===== config.mk =====
export PLATFORM = sky130hd
export DESIGN_NAME = ismx_exec
export DESIGN_NICKNAME = d
export VERILOG_FILES = /design/src/core/ismx_shifter.v /design/src/core/ismx_exec.v
export VERILOG_INCLUDE_DIRS = /design/src /design/src/common
export SDC_FILE = /design/constraint.sdc
export NUM_CORES = 2
export LEC_CHECK = 0
export BUFFER_PORTS_ARGS = -buffer_cell sky130_fd_sc_hd__buf_4
export CORE_MARGIN = 2
export CORE_UTILIZATION = 40
export DETAILED_ROUTE_END_ITERATION = 7
export SLEW_MARGIN = 0
export SYNTH_ARGS = -nofsm -noshare
export SYNTH_HDL_FRONTEND = slang
export SYNTH_SLANG_ARGS = --single-unit

===== constraint.sdc =====
create_clock -name clk -period 10 [get_ports clk]
set_input_delay 1 -clock clk [delete_from_list [all_inputs] [get_ports clk]]
set_output_delay 1 -clock clk [all_outputs]
set_load 0.05 [all_outputs]

===== src/common/ismx_map.vh =====
// Constants for the immediate-shift plus memory-move execute block
`ifndef ISMX_MAP_VH
`define ISMX_MAP_VH
`define ISMX_COND_ALWAYS 5'h1f
`define ISMX_WIDTH_NW 2'h0
`define ISMX_WIDTH_SW 2'h1
`define ISMX_WIDTH_BW 2'h2
`define ISMX_K_NW 32'h00000001
`define ISMX_K_SW 32'h00000002
`define ISMX_K_BW 32'h00000004
`define ISMX_OP_LSHIFT 3'h0
`define ISMX_OP_ASHIFT 3'h1
`define ISMX_OP_ROT 3'h2
`define ISMX_OP_FEXT 3'h3
`define ISMX_OP_FDEP 3'h4
`define ISMX_ST_IDLE 2'h0
`define ISMX_ST_EXEC 2'h1
`endif


===== src/core/ismx_shifter.v =====
// Immediate shifter: one register operand, immediate Y operand, registered result
`timescale 1ns/1ps
`default_nettype none
`include "ismx_map.vh"
module ismx_shifter #(
   parameter DW = 32
) (
   // Clock and reset
   input wire clk,
   input wire rst_n,
   // Operation
   input wire [2:0] op,
   input wire [DW-1:0] x_operand,
   input wire [7:0] imm8,
   input wire [5:0] imm_len,
   input wire [5:0] imm_pos,
   // Result
   output reg [DW-1:0] result_ff
);
   wire signed [7:0] amt = $signed(imm8);
   wire [7:0] mag = amt[7] ? (~imm8 + 8'h01) : imm8;
   wire [DW-1:0] field_mask = ~({DW{1'b1}} << imm_len);
   // Kept apart from the case so an unsigned context cannot turn it into a logical shift
   wire signed [DW-1:0] x_signed = x_operand;
   wire [DW-1:0] asr_val = x_signed >>> mag;
   reg [DW-1:0] nxt_result;
   always @* begin
      nxt_result = {DW{1'b0}};
      case (op)
         `ISMX_OP_LSHIFT: nxt_result = amt[7] ? (x_operand >> mag) : (x_operand << mag);
         `ISMX_OP_ASHIFT: nxt_result = amt[7] ? asr_val : (x_operand << mag);
         `ISMX_OP_ROT: nxt_result = (x_operand << mag[4:0]) | (x_operand >> (6'd32 - {1'b0, mag[4:0]}));
         `ISMX_OP_FEXT: nxt_result = (x_operand >> imm_pos) & field_mask;
         `ISMX_OP_FDEP: nxt_result = (x_operand & field_mask) << imm_pos;
         default: nxt_result = x_operand;
      endcase
   end
   always @(posedge clk) begin
      if (!rst_n) begin
         result_ff <= {DW{1'b0}};
      end else begin
         result_ff <= nxt_result;
      end
   end
endmodule
`default_nettype wire


===== src/core/ismx_exec.v =====
// Execute stage for the immediate shift with optional memory move
`timescale 1ns/1ps
`default_nettype none
`include "ismx_map.vh"
module ismx_exec #(
   parameter DW = 32,
   parameter AW = 32,
   parameter RW = 4
) (
   // Clock and reset
   input wire clk,
   input wire rst_n,
   // Decoded instruction
   input wire issue,
   input wire [4:0] cond_code,
   input wire [2:0] shift_op,
   input wire [7:0] imm8,
   input wire [5:0] imm_len,
   input wire [5:0] imm_pos,
   input wire [RW-1:0] src_reg,
   input wire [RW-1:0] dst_reg,
   input wire [RW-1:0] xfer_reg,
   input wire has_mem,
   input wire mem_sel,
   input wire dir_write,
   input wire [1:0] access_width,
   // Mode bits
   input wire simd_mode,
   input wire broadcast_read_gen_one,
   input wire broadcast_read_gen_two,
   input wire gen_one_broadcast_index,
   input wire gen_two_broadcast_index,
   // Condition results from each element's flags
   input wire primary_cond_true,
   input wire secondary_cond_true,
   // Register file read data
   input wire [DW-1:0] prim_x_data,
   input wire [DW-1:0] sec_x_data,
   input wire [DW-1:0] prim_xfer_data,
   input wire [DW-1:0] sec_xfer_data,
   // Address generator values
   input wire [AW-1:0] index_value,
   input wire [AW-1:0] modifier_value,
   // Memory read data
   input wire [DW-1:0] prim_rd_data,
   input wire [DW-1:0] sec_rd_data,
   // Register file write back
   output reg prim_sh_we_ff,
   output reg sec_sh_we_ff,
   output reg [RW-1:0] sh_wr_reg_ff,
   output wire [DW-1:0] prim_sh_data,
   output wire [DW-1:0] sec_sh_data,
   output reg prim_ld_we_ff,
   output reg sec_ld_we_ff,
   output reg [RW-1:0] ld_wr_reg_ff,
   output reg [DW-1:0] prim_ld_data_ff,
   output reg [DW-1:0] sec_ld_data_ff,
   // Memory access, primary element
   output reg prim_mem_req_ff,
   output reg prim_mem_we_ff,
   output reg prim_mem_pm_ff,
   output reg [AW-1:0] prim_mem_addr_ff,
   output reg [DW-1:0] prim_mem_wdata_ff,
   // Memory access, secondary element
   output reg sec_mem_req_ff,
   output reg sec_mem_we_ff,
   output reg sec_mem_pm_ff,
   output reg [AW-1:0] sec_mem_addr_ff,
   output reg [DW-1:0] sec_mem_wdata_ff,
   // Index write back to the selected generator
   output reg idx_we_ff,
   output reg idx_gen_two_ff,
   output reg [AW-1:0] idx_wdata_ff
);
   //-------------------------------------------
   // Condition and offset decode
   //-------------------------------------------
   function cond_pass;
      input [4:0] code;
      input flag_true;
      begin
         cond_pass = (code == `ISMX_COND_ALWAYS) | flag_true;
      end
   endfunction

   function [AW-1:0] simd_offset;
      input [1:0] width;
      begin
         case (width)
            `ISMX_WIDTH_NW: simd_offset = `ISMX_K_NW;
            `ISMX_WIDTH_SW: simd_offset = `ISMX_K_SW;
            `ISMX_WIDTH_BW: simd_offset = `ISMX_K_BW;
            default: simd_offset = `ISMX_K_NW;
         endcase
      end
   endfunction

   wire prim_go = issue & cond_pass(cond_code, primary_cond_true);
   wire sec_go = issue & simd_mode & cond_pass(cond_code, secondary_cond_true);
   // Broadcast applies to reads only, through the generator's broadcast index
   wire bcast = ~dir_write & (mem_sel ? (broadcast_read_gen_two & gen_two_broadcast_index) :
                (broadcast_read_gen_one & gen_one_broadcast_index));
   wire [AW-1:0] sec_addr = bcast ? index_value : (index_value + simd_offset(access_width));
   wire mem_on = has_mem;

   //-------------------------------------------
   // Pipeline state: the shift result lands one edge after issue
   //-------------------------------------------
   reg pending_ld_ff;
   reg bcast_ff;

   ismx_shifter #(.DW(DW)) u_prim_sh (
      .clk(clk),
      .rst_n(rst_n),
      .op(shift_op),
      .x_operand(prim_x_data),
      .imm8(imm8),
      .imm_len(imm_len),
      .imm_pos(imm_pos),
      .result_ff(prim_sh_data)
   );

   ismx_shifter #(.DW(DW)) u_sec_sh (
      .clk(clk),
      .rst_n(rst_n),
      .op(shift_op),
      .x_operand(sec_x_data),
      .imm8(imm8),
      .imm_len(imm_len),
      .imm_pos(imm_pos),
      .result_ff(sec_sh_data)
   );

   //-------------------------------------------
   // Issue: shift write enables and memory requests in the same edge
   //-------------------------------------------
   always @(posedge clk) begin
      if (!rst_n) begin
         prim_sh_we_ff <= 1'b0;
         sec_sh_we_ff <= 1'b0;
         sh_wr_reg_ff <= {RW{1'b0}};
         prim_mem_req_ff <= 1'b0;
         prim_mem_we_ff <= 1'b0;
         prim_mem_pm_ff <= 1'b0;
         prim_mem_addr_ff <= {AW{1'b0}};
         prim_mem_wdata_ff <= {DW{1'b0}};
         sec_mem_req_ff <= 1'b0;
         sec_mem_we_ff <= 1'b0;
         sec_mem_pm_ff <= 1'b0;
         sec_mem_addr_ff <= {AW{1'b0}};
         sec_mem_wdata_ff <= {DW{1'b0}};
         idx_we_ff <= 1'b0;
         idx_gen_two_ff <= 1'b0;
         idx_wdata_ff <= {AW{1'b0}};
         pending_ld_ff <= 1'b0;
         bcast_ff <= 1'b0;
         ld_wr_reg_ff <= {RW{1'b0}};
      end else begin
         prim_sh_we_ff <= prim_go;
         sec_sh_we_ff <= sec_go;
         sh_wr_reg_ff <= dst_reg;
         prim_mem_req_ff <= prim_go & mem_on;
         prim_mem_we_ff <= dir_write;
         prim_mem_pm_ff <= mem_sel;
         prim_mem_addr_ff <= index_value;
         prim_mem_wdata_ff <= prim_xfer_data;
         // A broadcast read is one word for both elements, so no second request
         sec_mem_req_ff <= sec_go & mem_on & ~bcast;
         sec_mem_we_ff <= dir_write;
         sec_mem_pm_ff <= mem_sel;
         sec_mem_addr_ff <= sec_addr;
         sec_mem_wdata_ff <= sec_xfer_data;
         // Either element may move the shared index; secondary adds no modifier
         idx_we_ff <= (prim_go | sec_go) & mem_on;
         idx_gen_two_ff <= mem_sel;
         idx_wdata_ff <= index_value + modifier_value;
         pending_ld_ff <= (prim_go | sec_go) & mem_on & ~dir_write;
         bcast_ff <= bcast;
         ld_wr_reg_ff <= xfer_reg;
      end
   end

   //-------------------------------------------
   // Load return: memory answers in the request's cycle; the data is registered one edge after the request
   //-------------------------------------------
   always @(posedge clk) begin
      if (!rst_n) begin
         prim_ld_we_ff <= 1'b0;
         sec_ld_we_ff <= 1'b0;
         prim_ld_data_ff <= {DW{1'b0}};
         sec_ld_data_ff <= {DW{1'b0}};
      end else begin
         prim_ld_we_ff <= pending_ld_ff & prim_mem_req_ff & ~prim_mem_we_ff;
         sec_ld_we_ff <= pending_ld_ff & ~sec_mem_we_ff &
                         (sec_mem_req_ff | (bcast_ff & prim_mem_req_ff & sec_sh_we_ff));
         prim_ld_data_ff <= prim_rd_data;
         sec_ld_data_ff <= bcast_ff ? prim_rd_data : sec_rd_data;
      end
   end
endmodule
`default_nettype wire


======== After elaboration in Yosys (flattened, before gate mapping) ========
Index checks and enable logic that the tools add are counted.
storage, ports and cells
  logic and storage cells ................. 92
  register bits after elaboration ......... 307
  output and inout bits ................... 308
  bits of input ports ..................... 311
operators by class
  add/subtract/negate cells ............... 4
  shifts and indexed selects .............. 15
  muxes and demuxes ....................... 11
  reduce and logical (&&, ||, !) cells .... 1
  equality and inequality tests ........... 7
  bitwise gates (word level) .............. 32
operators with widths
  cell                                                                   count
  32-bit one-hot mux with 5 select lines                                 2
  32-bit two-way mux                                                     6
  32-bit AND                                                             4
  32-bit by 6-bit >> shifter with 32-bit output                          4
  32-bit adder                                                           2
  32-bit OR                                                              2
  32-bit by 5-bit left shift with 32-bit output                          2
  32-bit by 6-bit left shift with 32-bit output                          2
  32-bit by 8-bit left shift with 32-bit output                          2
  32-bit by 8-bit >> shifter with 32-bit output                          2
  32-bit by 8-bit >>> shifter with 32-bit output                         2
  32-bit inverter                                                        1
  32-bit by 6-bit left shift with 32-bit output, first input constant    1
  1-bit AND                                                              17
  8-bit by 1-bit adder with 8-bit output, second input constant          1
  8-bit two-way mux                                                      1
  8-bit inverter                                                         1
  3-bit by 2-bit equality test with 1-bit output, second input constant  2
  3-bit one-hot mux with 2 select lines                                  1
  6-bit by 5-bit subtractor with 6-bit output, first input constant      1
  5-bit equality test, second input constant                             1
  1-bit OR                                                               4
  3-bit by 1-bit equality test with 1-bit output, second input constant  1
  3-bit equality test, second input constant                             1
  5 further kinds                                                        7

======== Depth between registers and ports, before layout ========
  word-level depth ........................ 7
  mapped depth ............................ 23
  depth with buffers taken out ............ 13

======== Modules after synthesis ========
A second synthesis with hierarchy kept.
unflattened totals
  cells, all modules ...................... 4,450
  area total of the unflattened synthesis .. 35,416.5 um^2
by module, submodules not included
  module        cells each  times used  sequential area each (um^2)  area each (um^2)
  ismx_shifter  1,761       2           640.6                        13,105.1
  ismx_exec     928         1           4,864.7                      9,206.3

======== Least setup slack after synthesis ========
Ideal clock, no wire load.
  kind .................................... input to register
  start ................................... input imm8[0]
  end ..................................... register u_prim_sh.result_ff[6]
  library setup time ...................... 0.130 ns
  stages .................................. 19
  path buffers ............................ 8
  data arrival time ....................... 5.072 ns
  setup slack ............................. 4.799 ns
  data required time ...................... 9.870 ns
  path through ............................ buf_2 clkinv_1 buf_2 buf_4 buf_4 buf_2 buf_2 ha_1 buf_4 or3b_1 buf_6 o31ai_4 a21oi_2 or4_1 mux2_2 o221a_1 o221a_1 o21ai_1 o211ai_1
on the way
  longest elaborated chain between the ends .. 7
  elaborated cells between the ends (all ways) .. 13
  classes of those cells .................. 2 x add/sub; 5 x shift; 4 x mux; 2 x bitwise
ends and longest elaborated chain
  what                                           RTL line           RTL
  from (decl)                                    ismx_exec.v:17     input wire [7:0] imm8,
  8-bit inverter                                 ismx_shifter.v:21  wire [7:0] mag = amt[7] ? (~imm8 + 8'h01) : imm8;
  8-bit by 1-bit adder with 8-bit output         ismx_shifter.v:21
  8-bit two-way mux *                            ismx_shifter.v:21
  6-bit by 5-bit subtractor with 6-bit output    ismx_shifter.v:32  `ISMX_OP_ROT: nxt_result = (x_operand << mag[4:0]) | (x_operand >> (6'd32 - {1'b0, mag[4:0]}));
  32-bit by 6-bit >> shifter with 32-bit output  ismx_shifter.v:32
  32-bit OR                                      ismx_shifter.v:32
  32-bit one-hot mux with 5 select lines *       ismx_shifter.v:29  case (op)
  to (signal assigned)                           ismx_shifter.v:40  result_ff <= {DW{1'b0}};
  to (signal assigned)                           ismx_shifter.v:42  result_ff <= nxt_result;
  to (decl)                                      ismx_shifter.v:18  output reg [DW-1:0] result_ff
Every way passes the cells marked *; elsewhere a longest branch is shown, timed or not.
A chain may end at the register's enable or synchronous reset.

======== Worst setup path after layout ========
  start ................................... input imm8[0]
  end ..................................... register u_prim_sh.result_ff[11]
The elaborated chain is that of the path after synthesis.

==> metrics.txt <==
status complete, but fails checks; failing checks capacitance limit, slew limit; Reg power frac 24.0%; final non-filler cell total 6,020; hold_ws 480 ps; DRT Pass-1 Iters 7; Post-Synthesis Cell Area 34,500 µm²; largest net degree at the start of global routing 165; Crit Path Class in -> reg; post-synth top area cell dfxtp_1; Final Setup Violations 0; CTS Hold Bufs 0; NetSw 2.59 mW; Post-synth EDFFs 0; gr ovfl total 0; worst slew pin tran 1500 ps; critical path arrival 6800 ps; Synth Instances 4,541; DR WL/cell 38.6 µm; Tcrit/Tclk final 65.3%; Reg area 6150 µm²; vias in the first global route 40,500; RSZ-0062 raised after global routing no; DRC Markers 0; Post-CTS Setup Bufs 0; Yosys cell types 107; TritonCTS Sinks 307; Die Span Y 298 µm; routed vias/inst 7.25; Max transition margin -2.36%; share of layout cells above drive strength 1 22.7%; Hold WC Path Type reg -> reg; CTS clk-pin slew, worst paths 70 ps; flop and latch count out of synthesis 307; TritonCTS buffer count 35; Die Wd 298 µm; CTS resizes 0; Core Util, Final 47.9%; clock power share 24.7%; Final TNS setup 0 ps; Layout Nets 5,178; Die Area 88,500 µm²; Synth top area share 17.8%; Multi-input gate area 26,200 µm²; placed instance count 5,934; Clock Skew 19.3 ps; YS warnings 0; CP startpoint kind primary input; fillers 8,563; Pleak 16.5 nW; Via Count 43,700; Seq/Total Area, Yosys 17.8%; row count 107; syn avg cell area 7.59 µm²; CP max FO 76; Logic pwr share 51.3%; Post-synth ARST share 0%; initial antenna violation count 27; Worst Path Required 10,270 ps; gpl congestion 1.07; number of max-cap violations 1; Net Sw Frac 46.5%; Initial Util 40.4%; Worst Slack Setup Final 3470 ps; Final Critical Period 6530 ps; drt initial violations 7,400; Synth-to-Final Area Change 18.5%; root buf cell clkbuf_16; CTS max path bufs 3; maximum vdd drop 0.126 mV; max-slew violations 1; syn nets 4,891; H-Tree Depth 2; dpl ws 3610 ps; pwr/cell area 136 nW/µm²; latest clock arrival within the worst-skew pair 580 ps; Fmax 0.153 GHz; final hold violation count 0; HPWL after DPL 169 mm; io pins 619; Area contributors post-synth dfxtp_1 (18%), mux4_2 (11%), mux2i_1 (11%), nand2_1 (5.7%), a21oi_1 (5.0%); routed wire length 233 mm; Core Region 85,300 µm²; Routed Antenna Nets 0; CP endpoint kind flop; top_reg_cell synth dfxtp_1; gr usage total 50.0%; # port buffers 614; TritonCTS clock tree built; P_int 2.98 mW; first-pass GRT wire length 320 mm
-- metrics by stage --
stage / cell area [µm²] / total power [mW]
after detailed placement: 39500 / 4.06
final: 40800 / 5.57
after global placement: 39500 / 4.07
after CTS: 40800 / 5.44
after global routing: 40800 / 5.69
after floorplan: 34500 / 3.04
-- cells by family (layout without fill, tap and decap cells) --
logic type      count (synthesis)  in the layout  share of synthesized area (%)
buf+inv                       531            844                           6.61
xor+xnor                       56             56                           1.44
simple gates                 1570           1570                           21.0
mux                           592            592                           23.6
other cells                     0             22                              0
flops                         307            307                           17.8
fa+ha+maj                      39             39                           1.46
compound gates               1446           1446                           28.0
-- area by class of cell --
cell class / count / area share [%]
Inverter: 43 / 0.417
Tap cell: 1144 / 3.50
Timing Repair Buffer: 738 / 13.8
Antenna cell: 22 / 0.135
Sequential cell: 307 / 15.0
Clock buffer: 44 / 2.35
Clock inverter: 19 / 0.677
Multi-Input combinational cell: 3703 / 64.1
-- final timing paths --
path | startpoint | to | slack, ps | cells past startpoint
setup / recovery | imm8[0] | u_prim_sh.result_ff[11] | 3470 | 14
hold / removal | pending_ld_ff | sec_ld_we_ff | 480 | 1
setup reg to reg | bcast_ff | sec_ld_we_ff | 8620 | 3
hold reg to reg | pending_ld_ff | sec_ld_we_ff | 480 | 1
-- placed cells by master, fill, tap and decap left out, types with 91 or more instances in the layout --
cell,instances
mux2i_1,372
dfxtp_1,306
a21oi_1,339
nand3_1,112
nand2_1,519
a211oi_1,91
and2_1,160
nor3_1,99
nor2_1,444
buf_4,728
mux4_2,171
o21ai_0,297
-- cell usage after synthesis, drive strengths merged (93+ instances only) --
cell,count
clkbuf,275
mux4,171
dfxtp,307
a211oi,93
o21ai,320
and2,161
nand2,519
buf,213
a21oi,345
nand3,112
mux2i,373
nor2,453
nor3,104
-- registers in the layout, indices dropped and copies added, names as in the netlist --
name,count
bcast_ff,1
idx_gen_two_ff,1
idx_wdata_ff,32
idx_we_ff,1
ld_wr_reg_ff,4
pending_ld_ff,1
prim_ld_data_ff,32
prim_ld_we_ff,1
prim_mem_addr_ff,32
prim_mem_req_ff,1
prim_mem_wdata_ff,32
prim_sh_we_ff,1
sec_ld_data_ff,32
sec_ld_we_ff,1
sec_mem_addr_ff,32
sec_mem_req_ff,1
sec_mem_wdata_ff,32
sec_mem_we_ff,1
sec_sh_we_ff,1
sh_wr_reg_ff,4
u_prim_sh.result_ff,32
u_sec_sh.result_ff,32
-- routing by layer --
layer	up-vias	global-route usage [%]	wire length [µm]
met5	-	0	67
met3	1163	18.1	31900
met4	10	41.0	24300
met1	20600	58.4	81000
li1	17700	-	-
met2	4200	73.3	95500
-- worst max-delay path, cell delays in order --
cell and delay, ps:
clkbuf_8 530, inv_6 230, ha_1 640, nand2b_1 230, o32a_1 720, nor3_1 90, buf_4 200, nor2_4 570
buf_4 460, nand2_1 90, nand3_1 90, a21oi_1 70, a2111oi_0 1180, o21ai_1 630
-- power groups by stage --
stage	registers, mW	clock network (mW)	logic, mW
2_1_floorplan	1.67	0	1.37
3_3_place_gp	1.36	0	2.70
3_5_place_dp	1.37	0	2.70
4_1_cts	1.34	1.40	2.71
5_1_grt	1.35	1.45	2.90
6_report	1.34	1.38	2.86
Power figures use the tool's default switching activity.
